### src/shared/ppfs_pkg.sv
// Package for the port pin function select block.
// Assumes a 32-bit classic Wishbone register bus, byte addressed.
`default_nettype none
package ppfs_pkg;
  // ******************************************************************
  // Register byte offsets
  // ******************************************************************
  localparam logic [7:0] PB_LAT_OFF   = 8'h00;
  localparam logic [7:0] PB_DIR_OFF   = 8'h04;
  localparam logic [7:0] PC_LAT_OFF   = 8'h08;
  localparam logic [7:0] PC_DIR_OFF   = 8'h0C;
  localparam logic [7:0] PULL_EN_OFF  = 8'h10;
  localparam logic [7:0] WAKE_EN_OFF  = 8'h14;
  localparam logic [7:0] CTRL_OFF     = 8'h18;
  localparam logic [7:0] STATUS_OFF   = 8'h1C;
  localparam logic [7:0] WAKE_FLG_OFF = 8'h20;
  // ******************************************************************
  // Field positions and reset values
  // ******************************************************************
  localparam int CTRL_INSTRUCTION_CLOCK_OUT_BIT = 0;
  localparam int CTRL_TMRCLK_BIT = 1;
  localparam int ST_PC_LSB       = 8;
  localparam int ST_WAKE_BIT     = 16;
  localparam int ST_OSC_LSB      = 20;
  localparam int ST_MASTER_CLEAR_N_BIT     = 23;
  localparam int ST_PROG_BIT     = 24;
  localparam logic [5:0] PORT_RST = 6'h00;
  localparam logic [5:0] DIR_RST  = 6'h00;  // All inputs after reset
  localparam logic [1:0] CTRL_RST = 2'h0;
  // Pins 0, 1, 3, 4 carry pull-up and wake-on-change
  localparam logic [5:0] PULL_WAKE_MASK = 6'h1B;
  // ******************************************************************
  // Oscillator mode codes on the configuration input
  // ******************************************************************
  localparam logic [2:0] LOW_POWER_CRYSTAL_MODE = 3'h0;
  localparam logic [2:0] STANDARD_CRYSTAL_MODE  = 3'h1;
  localparam logic [2:0] HIGH_SPEED_CRYSTAL_MODE = 3'h2;
  localparam logic [2:0] INTERNAL_RC_OSC_MODE   = 3'h3;
  localparam logic [2:0] EXTERNAL_RC_OSC_MODE   = 3'h4;
  // Instruction clock is the oscillator divided by this
  localparam int INSTR_CLK_DIV = 4;
endpackage
`default_nettype wire

### src/hw/ppfs_pin_mux.sv
// Pin function multiplexer for port B and port C of a small controller.
// Assumes i_clk is the oscillator input clock and straps are stable.
//
// Function
// - Pin zero: port bit or programming data
// - Pin one: port bit or programming clock
// - Schmitt buffers on programming pins, else TTL
// - Pins 0,1,3,4: pull-up and wake enables
// - Pin three is active-low reset when configured
// - Pin three input-only; pull-up port mode only
// - Low-power and standard crystal modes give pin four to oscillator
// - RC modes may output quarter-rate instruction clock
// - Pin five port only in internal RC
// - Pin five TTL as port, Schmitt external RC
// - Port C pin five: port or timer clock
`default_nettype none
module ppfs_pin_mux (
  input  wire logic        i_clk,
  input  wire logic        i_nrst,
  // Wishbone slave
  input  wire logic        i_wb_cyc,
  input  wire logic        i_wb_stb,
  input  wire logic        i_wb_we,
  input  wire logic [7:0]  i_wb_adr,
  input  wire logic [3:0]  i_wb_sel,
  input  wire logic [31:0] i_wb_dat,
  output logic      [31:0] o_wb_dat,
  output logic             o_wb_ack,
  // Configuration straps and programming engine
  input  wire logic [2:0]  i_osc_mode,
  input  wire logic        i_master_clear_n_en,
  input  wire logic        i_prog_mode,
  input  wire logic        i_prog_data_out,
  input  wire logic        i_prog_data_oe,
  output logic             o_prog_data_in,
  output logic             o_prog_clk_in,
  // Port pins
  input  wire logic [5:0]  i_pb_in,
  output logic      [5:0]  o_pb_out,
  output logic      [5:0]  o_pb_oe,
  output logic      [5:0]  o_pb_pullup,
  output logic      [5:0]  o_pb_schmitt,
  input  wire logic [5:0]  i_pc_in,
  output logic      [5:0]  o_pc_out,
  output logic      [5:0]  o_pc_oe,
  output logic      [5:0]  o_pc_schmitt,
  // Special functions
  output logic             o_master_clear_n,
  output logic             o_oscillator_output_sel,
  output logic             o_oscillator_input_sel,
  output logic             o_timer_external_clock_in,
  output logic             o_wake
);
  // ******************************************************************
  // Input synchronisers
  // ******************************************************************
  logic [12:0] sync1_q, sync2_q;
  logic [5:0]  pb_s, pc_s;
  logic        prog_s;
  assign pb_s   = sync2_q[5:0];
  assign pc_s   = sync2_q[11:6];
  assign prog_s = sync2_q[12];

  // Two flops per pin; first stage feeds only the second
  always_ff @(posedge i_clk or negedge i_nrst) begin
    if (!i_nrst) begin
      sync1_q <= 13'h0000;
      sync2_q <= 13'h0000;
    end else begin
      sync1_q <= {i_prog_mode, i_pc_in, i_pb_in};
      sync2_q <= sync1_q;
    end
  end

  // ******************************************************************
  // Configuration capture
  // ******************************************************************
  logic       cfg_done_q, cfg_done_d;
  logic [2:0] osc_q, osc_d;
  logic       master_clear_n_q, master_clear_n_d;

  // Straps caught on the first edge after reset, then frozen
  always_comb begin
    cfg_done_d = 1'b1;
    osc_d      = cfg_done_q ? osc_q : i_osc_mode;
    master_clear_n_d     = cfg_done_q ? master_clear_n_q : i_master_clear_n_en;
  end

  always_ff @(posedge i_clk or negedge i_nrst) begin
    if (!i_nrst) begin
      cfg_done_q <= 1'b0;
      osc_q      <= ppfs_pkg::INTERNAL_RC_OSC_MODE;
      master_clear_n_q     <= 1'b0;
    end else begin
      cfg_done_q <= cfg_done_d;
      osc_q      <= osc_d;
      master_clear_n_q     <= master_clear_n_d;
    end
  end

  logic crystal, rc_mode, internal_rc_osc_mode, external_rc_osc_mode;
  assign crystal = (osc_q == ppfs_pkg::STANDARD_CRYSTAL_MODE) ||
                   (osc_q == ppfs_pkg::LOW_POWER_CRYSTAL_MODE);
  assign internal_rc_osc_mode   = (osc_q == ppfs_pkg::INTERNAL_RC_OSC_MODE);
  assign external_rc_osc_mode   = (osc_q == ppfs_pkg::EXTERNAL_RC_OSC_MODE);
  assign rc_mode = internal_rc_osc_mode || external_rc_osc_mode;

  // ******************************************************************
  // Register file and Wishbone slave
  // ******************************************************************
  logic [5:0]  pb_lat_q, pb_lat_d, pb_dir_q, pb_dir_d;
  logic [5:0]  pc_lat_q, pc_lat_d, pc_dir_q, pc_dir_d;
  logic [5:0]  pull_q, pull_d, wake_en_q, wake_en_d;
  logic [5:0]  wflg_q, wflg_d, prev_q;
  logic [1:0]  ctrl_q, ctrl_d;
  logic        ack_d;
  logic [31:0] rdat_d, status;
  logic        wr, lane0;
  logic [5:0]  change;

  assign wr     = i_wb_cyc && i_wb_stb && i_wb_we && o_wb_ack;
  assign lane0  = i_wb_sel[0];
  // Only wake-enabled pins 0, 1, 3, 4 can flag a change
  assign change = (pb_s ^ prev_q) & wake_en_q
                  & ppfs_pkg::PULL_WAKE_MASK;

  always_comb begin
    status = 32'h0000_0000;
    status[5:0] = pb_s;
    status[ppfs_pkg::ST_PC_LSB +: 6]  = pc_s;
    status[ppfs_pkg::ST_WAKE_BIT]     = |wflg_q;
    status[ppfs_pkg::ST_OSC_LSB +: 3] = osc_q;
    status[ppfs_pkg::ST_MASTER_CLEAR_N_BIT]     = master_clear_n_q;
    status[ppfs_pkg::ST_PROG_BIT]     = prog_s;
  end

  // Writes land on the edge the master sees ack; one-cycle ack
  always_comb begin
    pb_lat_d  = pb_lat_q;
    pb_dir_d  = pb_dir_q;
    pc_lat_d  = pc_lat_q;
    pc_dir_d  = pc_dir_q;
    pull_d    = pull_q;
    wake_en_d = wake_en_q;
    ctrl_d    = ctrl_q;
    wflg_d    = wflg_q;
    if (wr && lane0) begin
      case (i_wb_adr)
        ppfs_pkg::PB_LAT_OFF:  pb_lat_d  = i_wb_dat[5:0];
        ppfs_pkg::PB_DIR_OFF:  pb_dir_d  = i_wb_dat[5:0];
        ppfs_pkg::PC_LAT_OFF:  pc_lat_d  = i_wb_dat[5:0];
        ppfs_pkg::PC_DIR_OFF:  pc_dir_d  = i_wb_dat[5:0];
        ppfs_pkg::PULL_EN_OFF: pull_d    = i_wb_dat[5:0];
        ppfs_pkg::WAKE_EN_OFF: wake_en_d = i_wb_dat[5:0];
        ppfs_pkg::CTRL_OFF:    ctrl_d    = i_wb_dat[1:0];
        ppfs_pkg::WAKE_FLG_OFF: wflg_d   = wflg_q & ~i_wb_dat[5:0];
        default: ;
      endcase
    end
    // A change in the clearing cycle still sets its flag
    wflg_d = wflg_d | change;
    ack_d  = i_wb_cyc && i_wb_stb && !o_wb_ack;
    rdat_d = 32'h0000_0000;
    case (i_wb_adr)
      ppfs_pkg::PB_LAT_OFF:   rdat_d[5:0] = pb_lat_q;
      ppfs_pkg::PB_DIR_OFF:   rdat_d[5:0] = pb_dir_q;
      ppfs_pkg::PC_LAT_OFF:   rdat_d[5:0] = pc_lat_q;
      ppfs_pkg::PC_DIR_OFF:   rdat_d[5:0] = pc_dir_q;
      ppfs_pkg::PULL_EN_OFF:  rdat_d[5:0] = pull_q;
      ppfs_pkg::WAKE_EN_OFF:  rdat_d[5:0] = wake_en_q;
      ppfs_pkg::CTRL_OFF:     rdat_d[1:0] = ctrl_q;
      ppfs_pkg::STATUS_OFF:   rdat_d      = status;
      ppfs_pkg::WAKE_FLG_OFF: rdat_d[5:0] = wflg_q;
      default:                rdat_d      = 32'h0000_0000;
    endcase
    if (!ack_d || i_wb_we) begin
      rdat_d = 32'h0000_0000;
    end
  end

  always_ff @(posedge i_clk or negedge i_nrst) begin
    if (!i_nrst) begin
      pb_lat_q  <= ppfs_pkg::PORT_RST;
      pb_dir_q  <= ppfs_pkg::DIR_RST;
      pc_lat_q  <= ppfs_pkg::PORT_RST;
      pc_dir_q  <= ppfs_pkg::DIR_RST;
      pull_q    <= ppfs_pkg::PORT_RST;
      wake_en_q <= ppfs_pkg::PORT_RST;
      ctrl_q    <= ppfs_pkg::CTRL_RST;
      wflg_q    <= ppfs_pkg::PORT_RST;
      prev_q    <= ppfs_pkg::PORT_RST;
      o_wb_ack  <= 1'b0;
      o_wb_dat  <= 32'h0000_0000;
    end else begin
      pb_lat_q  <= pb_lat_d;
      pb_dir_q  <= pb_dir_d;
      pc_lat_q  <= pc_lat_d;
      pc_dir_q  <= pc_dir_d;
      pull_q    <= pull_d;
      wake_en_q <= wake_en_d;
      ctrl_q    <= ctrl_d;
      wflg_q    <= wflg_d;
      prev_q    <= pb_s;
      o_wb_ack  <= ack_d;
      o_wb_dat  <= rdat_d;
    end
  end

  // ******************************************************************
  // Instruction clock divider
  // ******************************************************************
  logic [1:0] div_q, div_d;
  // Wraps every INSTR_CLK_DIV cycles; top bit is a 50 % square wave
  always_comb begin
    div_d = (32'(div_q) == ppfs_pkg::INSTR_CLK_DIV - 1) ? 2'h0
                                                        : div_q + 2'h1;
  end

  always_ff @(posedge i_clk or negedge i_nrst) begin
    if (!i_nrst) begin
      div_q <= 2'h0;
    end else begin
      div_q <= div_d;
    end
  end

  // ******************************************************************
  // Pin function selection
  // ******************************************************************
  logic [5:0] pbo_d, pboe_d, pbpu_d, pbst_d, pco_d, pcoe_d, pcst_d;
  logic       master_clear_n_n_d, osc_out_d, osc_in_d, tmr_d, pdi_d, pci_d;
  logic       instruction_clock_out_on;
  assign instruction_clock_out_on = rc_mode && ctrl_q[ppfs_pkg::CTRL_INSTRUCTION_CLOCK_OUT_BIT];

  // Registered so that pins never glitch between functions
  always_comb begin
    pbo_d  = pb_lat_q;
    pboe_d = pb_dir_q;
    pbpu_d = pull_q & ppfs_pkg::PULL_WAKE_MASK;
    pbst_d = 6'h00;
    pdi_d  = 1'b0;
    pci_d  = 1'b0;
    if (prog_s) begin
      pbo_d[0]  = i_prog_data_out;
      pboe_d[0] = i_prog_data_oe;
      pboe_d[1] = 1'b0;
      pbst_d[1:0] = 2'h3;
      pdi_d = pb_s[0];
      pci_d = pb_s[1];
    end
    pboe_d[3] = 1'b0;
    pbo_d[3]  = 1'b0;
    master_clear_n_n_d  = 1'b1;
    if (master_clear_n_q) begin
      pbpu_d[3] = 1'b0;
      pbst_d[3] = 1'b1;
      master_clear_n_n_d  = pb_s[3];
    end
    osc_out_d = crystal;
    if (crystal) begin
      pboe_d[4] = 1'b0;
      pbo_d[4]  = 1'b0;
      pbpu_d[4] = 1'b0;
    end else if (instruction_clock_out_on) begin
      pboe_d[4] = 1'b1;
      pbo_d[4]  = div_q[1];
    end
    osc_in_d = !internal_rc_osc_mode;
    if (!internal_rc_osc_mode) begin
      pboe_d[5] = 1'b0;
      pbo_d[5]  = 1'b0;
    end
    pbst_d[5] = external_rc_osc_mode;
    pco_d  = pc_lat_q;
    pcoe_d = pc_dir_q;
    pcst_d = 6'h20;
    tmr_d  = 1'b0;
    if (ctrl_q[ppfs_pkg::CTRL_TMRCLK_BIT]) begin
      pcoe_d[5] = 1'b0;
      tmr_d     = pc_s[5];
    end
  end

  always_ff @(posedge i_clk or negedge i_nrst) begin
    if (!i_nrst) begin
      o_pb_out     <= 6'h00;
      o_pb_oe      <= 6'h00;
      o_pb_pullup  <= 6'h00;
      o_pb_schmitt <= 6'h00;
      o_pc_out     <= 6'h00;
      o_pc_oe      <= 6'h00;
      o_pc_schmitt <= 6'h00;
      o_master_clear_n          <= 1'b1;
      o_oscillator_output_sel   <= 1'b0;
      o_oscillator_input_sel    <= 1'b0;
      o_timer_external_clock_in <= 1'b0;
      o_prog_data_in <= 1'b0;
      o_prog_clk_in  <= 1'b0;
      o_wake         <= 1'b0;
    end else begin
      o_pb_out     <= pbo_d;
      o_pb_oe      <= pboe_d;
      o_pb_pullup  <= pbpu_d;
      o_pb_schmitt <= pbst_d;
      o_pc_out     <= pco_d;
      o_pc_oe      <= pcoe_d;
      o_pc_schmitt <= pcst_d;
      o_master_clear_n          <= master_clear_n_n_d;
      o_oscillator_output_sel   <= osc_out_d;
      o_oscillator_input_sel    <= osc_in_d;
      o_timer_external_clock_in <= tmr_d;
      o_prog_data_in <= pdi_d;
      o_prog_clk_in  <= pci_d;
      o_wake         <= |wflg_q;
    end
  end
endmodule
`default_nettype wire

### config.mk
export PLATFORM = sky130hd
export DESIGN_NAME = ppfs_pin_mux
export DESIGN_NICKNAME = d
export VERILOG_FILES = /design/src/shared/ppfs_pkg.sv /design/src/hw/ppfs_pin_mux.sv
export SDC_FILE = /design/constraint.sdc
export NUM_CORES = 1
export LEC_CHECK = 0
export BUFFER_PORTS_ARGS = -buffer_cell sky130_fd_sc_hd__buf_4
export CAP_MARGIN = 20
export CORE_MARGIN = 4
export CORE_UTILIZATION = 51
export DETAILED_ROUTE_END_ITERATION = 16
export HOLD_SLACK_MARGIN = 0.12
export PLACE_DENSITY = 0.89
export SYNTH_ARGS = -nofsm -noshare
export SYNTH_HDL_FRONTEND = slang
export SYNTH_SLANG_ARGS = --single-unit
### constraint.sdc
create_clock -name i_clk -period 2.1 [get_ports i_clk]
set_clock_uncertainty 0.05 [all_clocks]
set_input_delay 0.105 -clock i_clk [delete_from_list [all_inputs] [get_ports i_clk]]
set_output_delay 0.105 -clock i_clk [all_outputs]
set_load 0.05 [all_outputs]
### Yosys cells after proc, flatten, opt, wreduce, memory -nomap -nowiden

Cells that the tools add are included.
W data, S select, Z words.

* bits of input ports: 68
* bits in latches: 0
* flip-flop bits (word level): 152
* bits in writable memories: 0
* word-level logic and storage cells: 94
* output and inout port bits: 82
* memories: 0
* memory bits (read-only): 0

* multipliers: 0
* divide/modulo/power cells: 0
* reductions and logical operators: 22
* bitwise gates (word level): 5
* shift-type cells: 0
* order comparisons: 0
* add/sub/neg operators: 1
* muxes and demuxes: 24
* eq/ne operators: 12

Operators by type and width (count)
* $eq A8 B5 Y1 const B: 4
* $mux W32: 1
* $pmux W4 S8: 1
* $mux W19: 1
* $pmux W2 S9: 1
* $eq A8 B4 Y1 const B: 2
* $mux W1: 15
* $reduce_and A2 Y1: 7
* $mux W6: 2
* $eq A8 B3 Y1 const B: 1
* $eq A8 B6 Y1 const B: 1
* $logic_not A8 Y1: 1
* $and A6 B6 Y6: 1
* $logic_and A1 B1 Y1: 6
* $mux W2: 3
* $not A6 Y6: 1
* $or A6 B5 Y6: 1
* $reduce_or A6 Y1: 1
* $and A5 B5 Y5: 1
* $xor A5 B5 Y5: 1
* $eq A3 B1 Y1 const B: 1
* $eq A3 B2 Y1 const B: 1
* $eq A3 B3 Y1 const B: 1
* $logic_not A1 Y1: 3
* 4 further kinds: 6

### Logic depth before layout (Yosys ltp)

* depth after elaboration: 6
* depth in mapped cells: 7
* mapped depth without buffers: 5

### Least setup slack after synthesis

OpenSTA, ideal clock, no wires.

* kind: register to register
* start: register o_wb_ack
* end: register pc_lat_q[0]
* arrival time: 1.901 ns
* required time: 1.925 ns
* path slack: 0.024 ns
* clock period less this slack: 2.076 ns
* cell stages (with the launch flop): 7
* path through: dfrtp_1 -> nand3_1 -> nor2_2 -> nand2_1 -> or3_1 -> buf_6 -> mux2_4

* word-level cells in the longest chain between the ends: 3

Ends and longest elaborated chain
* from (decl): RTL line ppfs_pin_mux.sv:28 `output logic o_wb_ack,`
* from (signal assigned): RTL line ppfs_pin_mux.sv:204 `o_wb_ack <= ack_d;`
* $logic_and A1 B1 Y1: RTL line ppfs_pin_mux.sv:121 `assign wr = i_wb_cyc && i_wb_stb && i_wb_we && o_wb_ack;`
* $logic_and A1 B1 Y1: RTL line ppfs_pin_mux.sv:147 `if (wr && lane0) begin`
* $reduce_and A2 Y1 (no line)
* to (signal assigned): RTL line ppfs_pin_mux.sv:185 `pc_lat_q <= ppfs_pkg::PORT_RST;`
* to (signal assigned): RTL line ppfs_pin_mux.sv:197 `pc_lat_q <= pc_lat_d;`
* to (decl): RTL line ppfs_pin_mux.sv:112 `logic [5:0] pc_lat_q, pc_lat_d, pc_dir_q, pc_dir_d;`

Every way passes these cells.
A chain may end at the register's enable or synchronous reset.

### Worst setup path after layout

* start: input i_wb_adr[7]
* end: register o_wb_dat[0]

* word-level cells in the longest chain between the ends: 3
* elaborated cells on any way between the ends: 11
* those cells by class: 8 x eq/ne; 2 x mux; 1 x reduce/logical

Ends and longest elaborated chain
* from (decl): RTL line ppfs_pin_mux.sv:24 `input wire logic [7:0] i_wb_adr,`
* $eq A8 B6 Y1, or another cell as far along: RTL line ppfs_pin_mux.sv:164 `case (i_wb_adr)`
* $pmux W2 S9 (*): RTL line ppfs_pin_mux.sv:164
* $mux W32 (*): RTL line ppfs_pin_mux.sv:176 `if (!ack_d || i_wb_we) begin`
* via rdat_d[0]: RTL line ppfs_pin_mux.sv:117 `logic [31:0] rdat_d, status;`
* to (signal assigned): RTL line ppfs_pin_mux.sv:205 `o_wb_dat <= rdat_d;`
* to (decl): RTL line ppfs_pin_mux.sv:27 `output logic [31:0] o_wb_dat,`

The timed path passes the listed nets; every way through them passes the cells marked *.

==> impl_metrics.csv <==
group,metric,value,unit
synthesis,syn-instance-count,369,
placement,placedCellCount,592,
synthesis,synth_top_flop_cell,"dfrtp_1",
placement,pre_cts_ws,208.7,ps
drt,vias,3548,
final_layout,final.fill_count,667,
final_layout,syn2layout_area_growth,36.35,%
synthesis,synth_edf_count,0,
grt,grt_overflow_total,0,
pwr,power_frac_seq,44.6,%
cts,clock_path_buffers,2,
floorplanning,dieArea,11960,µm²
setup_path,start_kind,"input port",
drt,drcViolationCount,0,
cts,cts_num_sinks,136,
sta,final-setup-viol-count,0,
drt,vias_per_cell,5.280,
placement,dpl_cell_area,6035,µm²
final_layout,fin_util,72.08,%
pwr,sw_frac_of_total,22.79,%
drt,dr.first_iter.drc_count,163,
drt,detail-route-antenna-nets,0,
floorplanning,die-width,109.4,µm
synthesis,synth_warnings,0,
synthesis,synth_common_cells,"dfrtp_1, mux2_2, buf_4",
sta,fmax,0.4887,GHz
synthesis,synth_seq_cells,136,
cts,cts_root_buf,"clkbuf_8",
pwr,leakagePower,3.548,nW
drt,first_pass_iters,4,
setup_path,critPathArrivalTime,2440,ps
final_layout,post-route-cell-area,7143,µm²
setup_path,critPathCaptureType,"flip-flop",
final_layout,final_nets,597,
sta,slew_headroom,59.49,%
job,drv_cap,0,
grt,grt_pass1_vias,3764,
placement,hpwlAfterDp,7588,µm
cts,worstSkewPairLatency,510,ps
synthesis,synthTopCellsByArea,"dfrtp_1, mux2_2, buf_4",
sta,post-route-period-util,97.43,%
grt,grt_pass1_wl,19200,µm
placement,port_buffers,95,
cts,path_clk_slew,50,ps
synthesis,postSynthAreaPerCell,14.20,µm²
sta,worst_hold_slack,165.4,ps
pwr,irDropWorstVdd,0.4676,mV
synthesis,yosysMostFrequentCell,"dfrtp_1",
floorplanning,ios,150,
sta,tightestPinTransition,607.7,ps
synthesis,synth_top_area_share,63.53,%
sta,setup_tns,0,ps
floorplanning,dieHeight,109.4,µm
grt,grt_max_degree,72,
setup_path,critPathRequiredTime,2500,ps
sta,drv_slew,0,
hold_path,min_path_type,"in2reg",
synthesis,synthArstFlopShare,100.0,%
sta,setup_ws,53.94,ps
pwr,power_frac_comb,8.2,%
final_layout,drive_above_1_share,38.40,%
sta,period_needed,2046,ps
synthesis,yosys.cell_types.count,50,
setup_path,crit_path_max_fanout,4,
final_layout,finalNonFillerCells,672,
cts,htreeDepth,4,
cts,cts-buffers-inserted,17,
pwr,power_density,856.7,nW/µm²
synthesis,ys_seq_area_share,65.03,%
drt,wire_per_inst,18.26,µm
setup_path,worstSetupPathType,"in2reg",
pwr,clkPwrFrac,47.2,%
floorplanning,rows,36,
floorplanning,core,9910,µm²
pwr,p_total,6.119,mW
pwr,power_switching,1.395,mW
synthesis,syn_area,5239,µm²
floorplanning,start_util,52.87,%
pwr,p_int,4.725,mW
grt,grt_use_total,21.65,%
sta,hold_viol,0,
placement,gp_congestion,0.9380,
final_layout,num_antenna_cells,0,
cts,cts_tree,"done",
drt,wl,12270,µm
run_status,status,"finished, final reports clean",
synthesis,synth.largest_area_cell,"dfrtp_1",
setup_path,regToRegSetupSlack,120,ps
grt,antenna_found_initial,0,
==> timing repair <==
action	CTS	global route
hold buffers	45	0
gates resized for setup	0	9
endpoints found under the setup margin	0	2
hold endpoints to repair	206	0
setup buffers	0	5
==> metal layers <==
metal  track usage [%]  routed length, µm  up-vias
met4             12.73                586        0
li1                  -                  -     1559
met5                 0                  0        -
met1             25.26               4613     1765
met3             6.518                966       52
met2             35.44               6103      172
==> power groups by stage <==
stage	clock (mW)	sequential [mW]	combinational, mW
2_1_floorplan	0	2.82	0.234
3_3_place_gp	0	2.77	0.420
3_5_place_dp	0	2.77	0.428
4_1_cts	2.93	2.73	0.492
5_1_grt	3.07	2.73	0.537
6_report	2.89	2.73	0.505
==> cells in the final DEF (no fill, tap or decap), drive strengths merged, types with 6 or more instances in the layout <==
cell type,n
clkbuf,24
nand3,7
nor4,6
and2,19
mux2,45
mux2i,9
buf,111
o21ai,8
dfrtp,133
dlygate4sd3,43
conb,26
nand2,21
nor2b,6
nor2,11
==> worst max-delay path, stage by stage <==
cell and delay, ps:
buf_4 140, dlygate4sd3_1 590, nor3_4 230, and4_4 270, a22oi_1 120, a2111oi_2 390
dlygate4sd3_1 590
==> cell families after synthesis <==
logic type,synth area share [%]
adder cells (fa/ha/maj),0.2388
multiplexers,13.11
flip-flops,65.03
XOR/XNOR,0.6687
other,0.1434
AND/OR/NAND/NOR,10.41
AO/OA/AOI/OAI,5.111
buffers and inverters,5.278
==> cell type report <==
cell class,instances,area [µm²],share of cell area (%)
tap,133,166.4,2.330
multi-input combinational,216,1670,23.38
inverter,1,3.754,0.05255
clock inverter,6,88.84,1.244
sequential,136,3408,47.71
timing repair buffer,156,1305,18.27
clock buffer,24,500.5,7.006
==> sequential cells by signal, indices dropped and copies added (netlist names), 4 cells and up <==
name	cells
o_pc_out	6
o_pb_out	5
o_pb_oe	5
o_pb_pullup	4
o_pc_oe	6
wflg_q	6
prev_q	4
sync2_q	13
wake_en_q	6
pc_dir_q	6
pull_q	6
sync1_q	13
pc_lat_q	6
pb_lat_q	6
o_wb_dat	18
pb_dir_q	6
==> worst paths after layout <==
check / start / depth (start not counted) / end
worst max-delay path: i_wb_adr[7] / 7 / o_wb_dat[0]
worst min-delay path: i_wb_adr[3] / 3 / pb_lat_q[0]
worst max register to register: pc_lat_q[0] / 6 / o_wb_dat[0]
worst min register to register: sync1_q[10] / 0 / sync2_q[10]
max in group asynchronous: i_nrst / 4 / o_pb_out[0]
min in group asynchronous: i_nrst / 3 / sync1_q[6]
No activity file was read; power rests on OpenSTA's default activity.
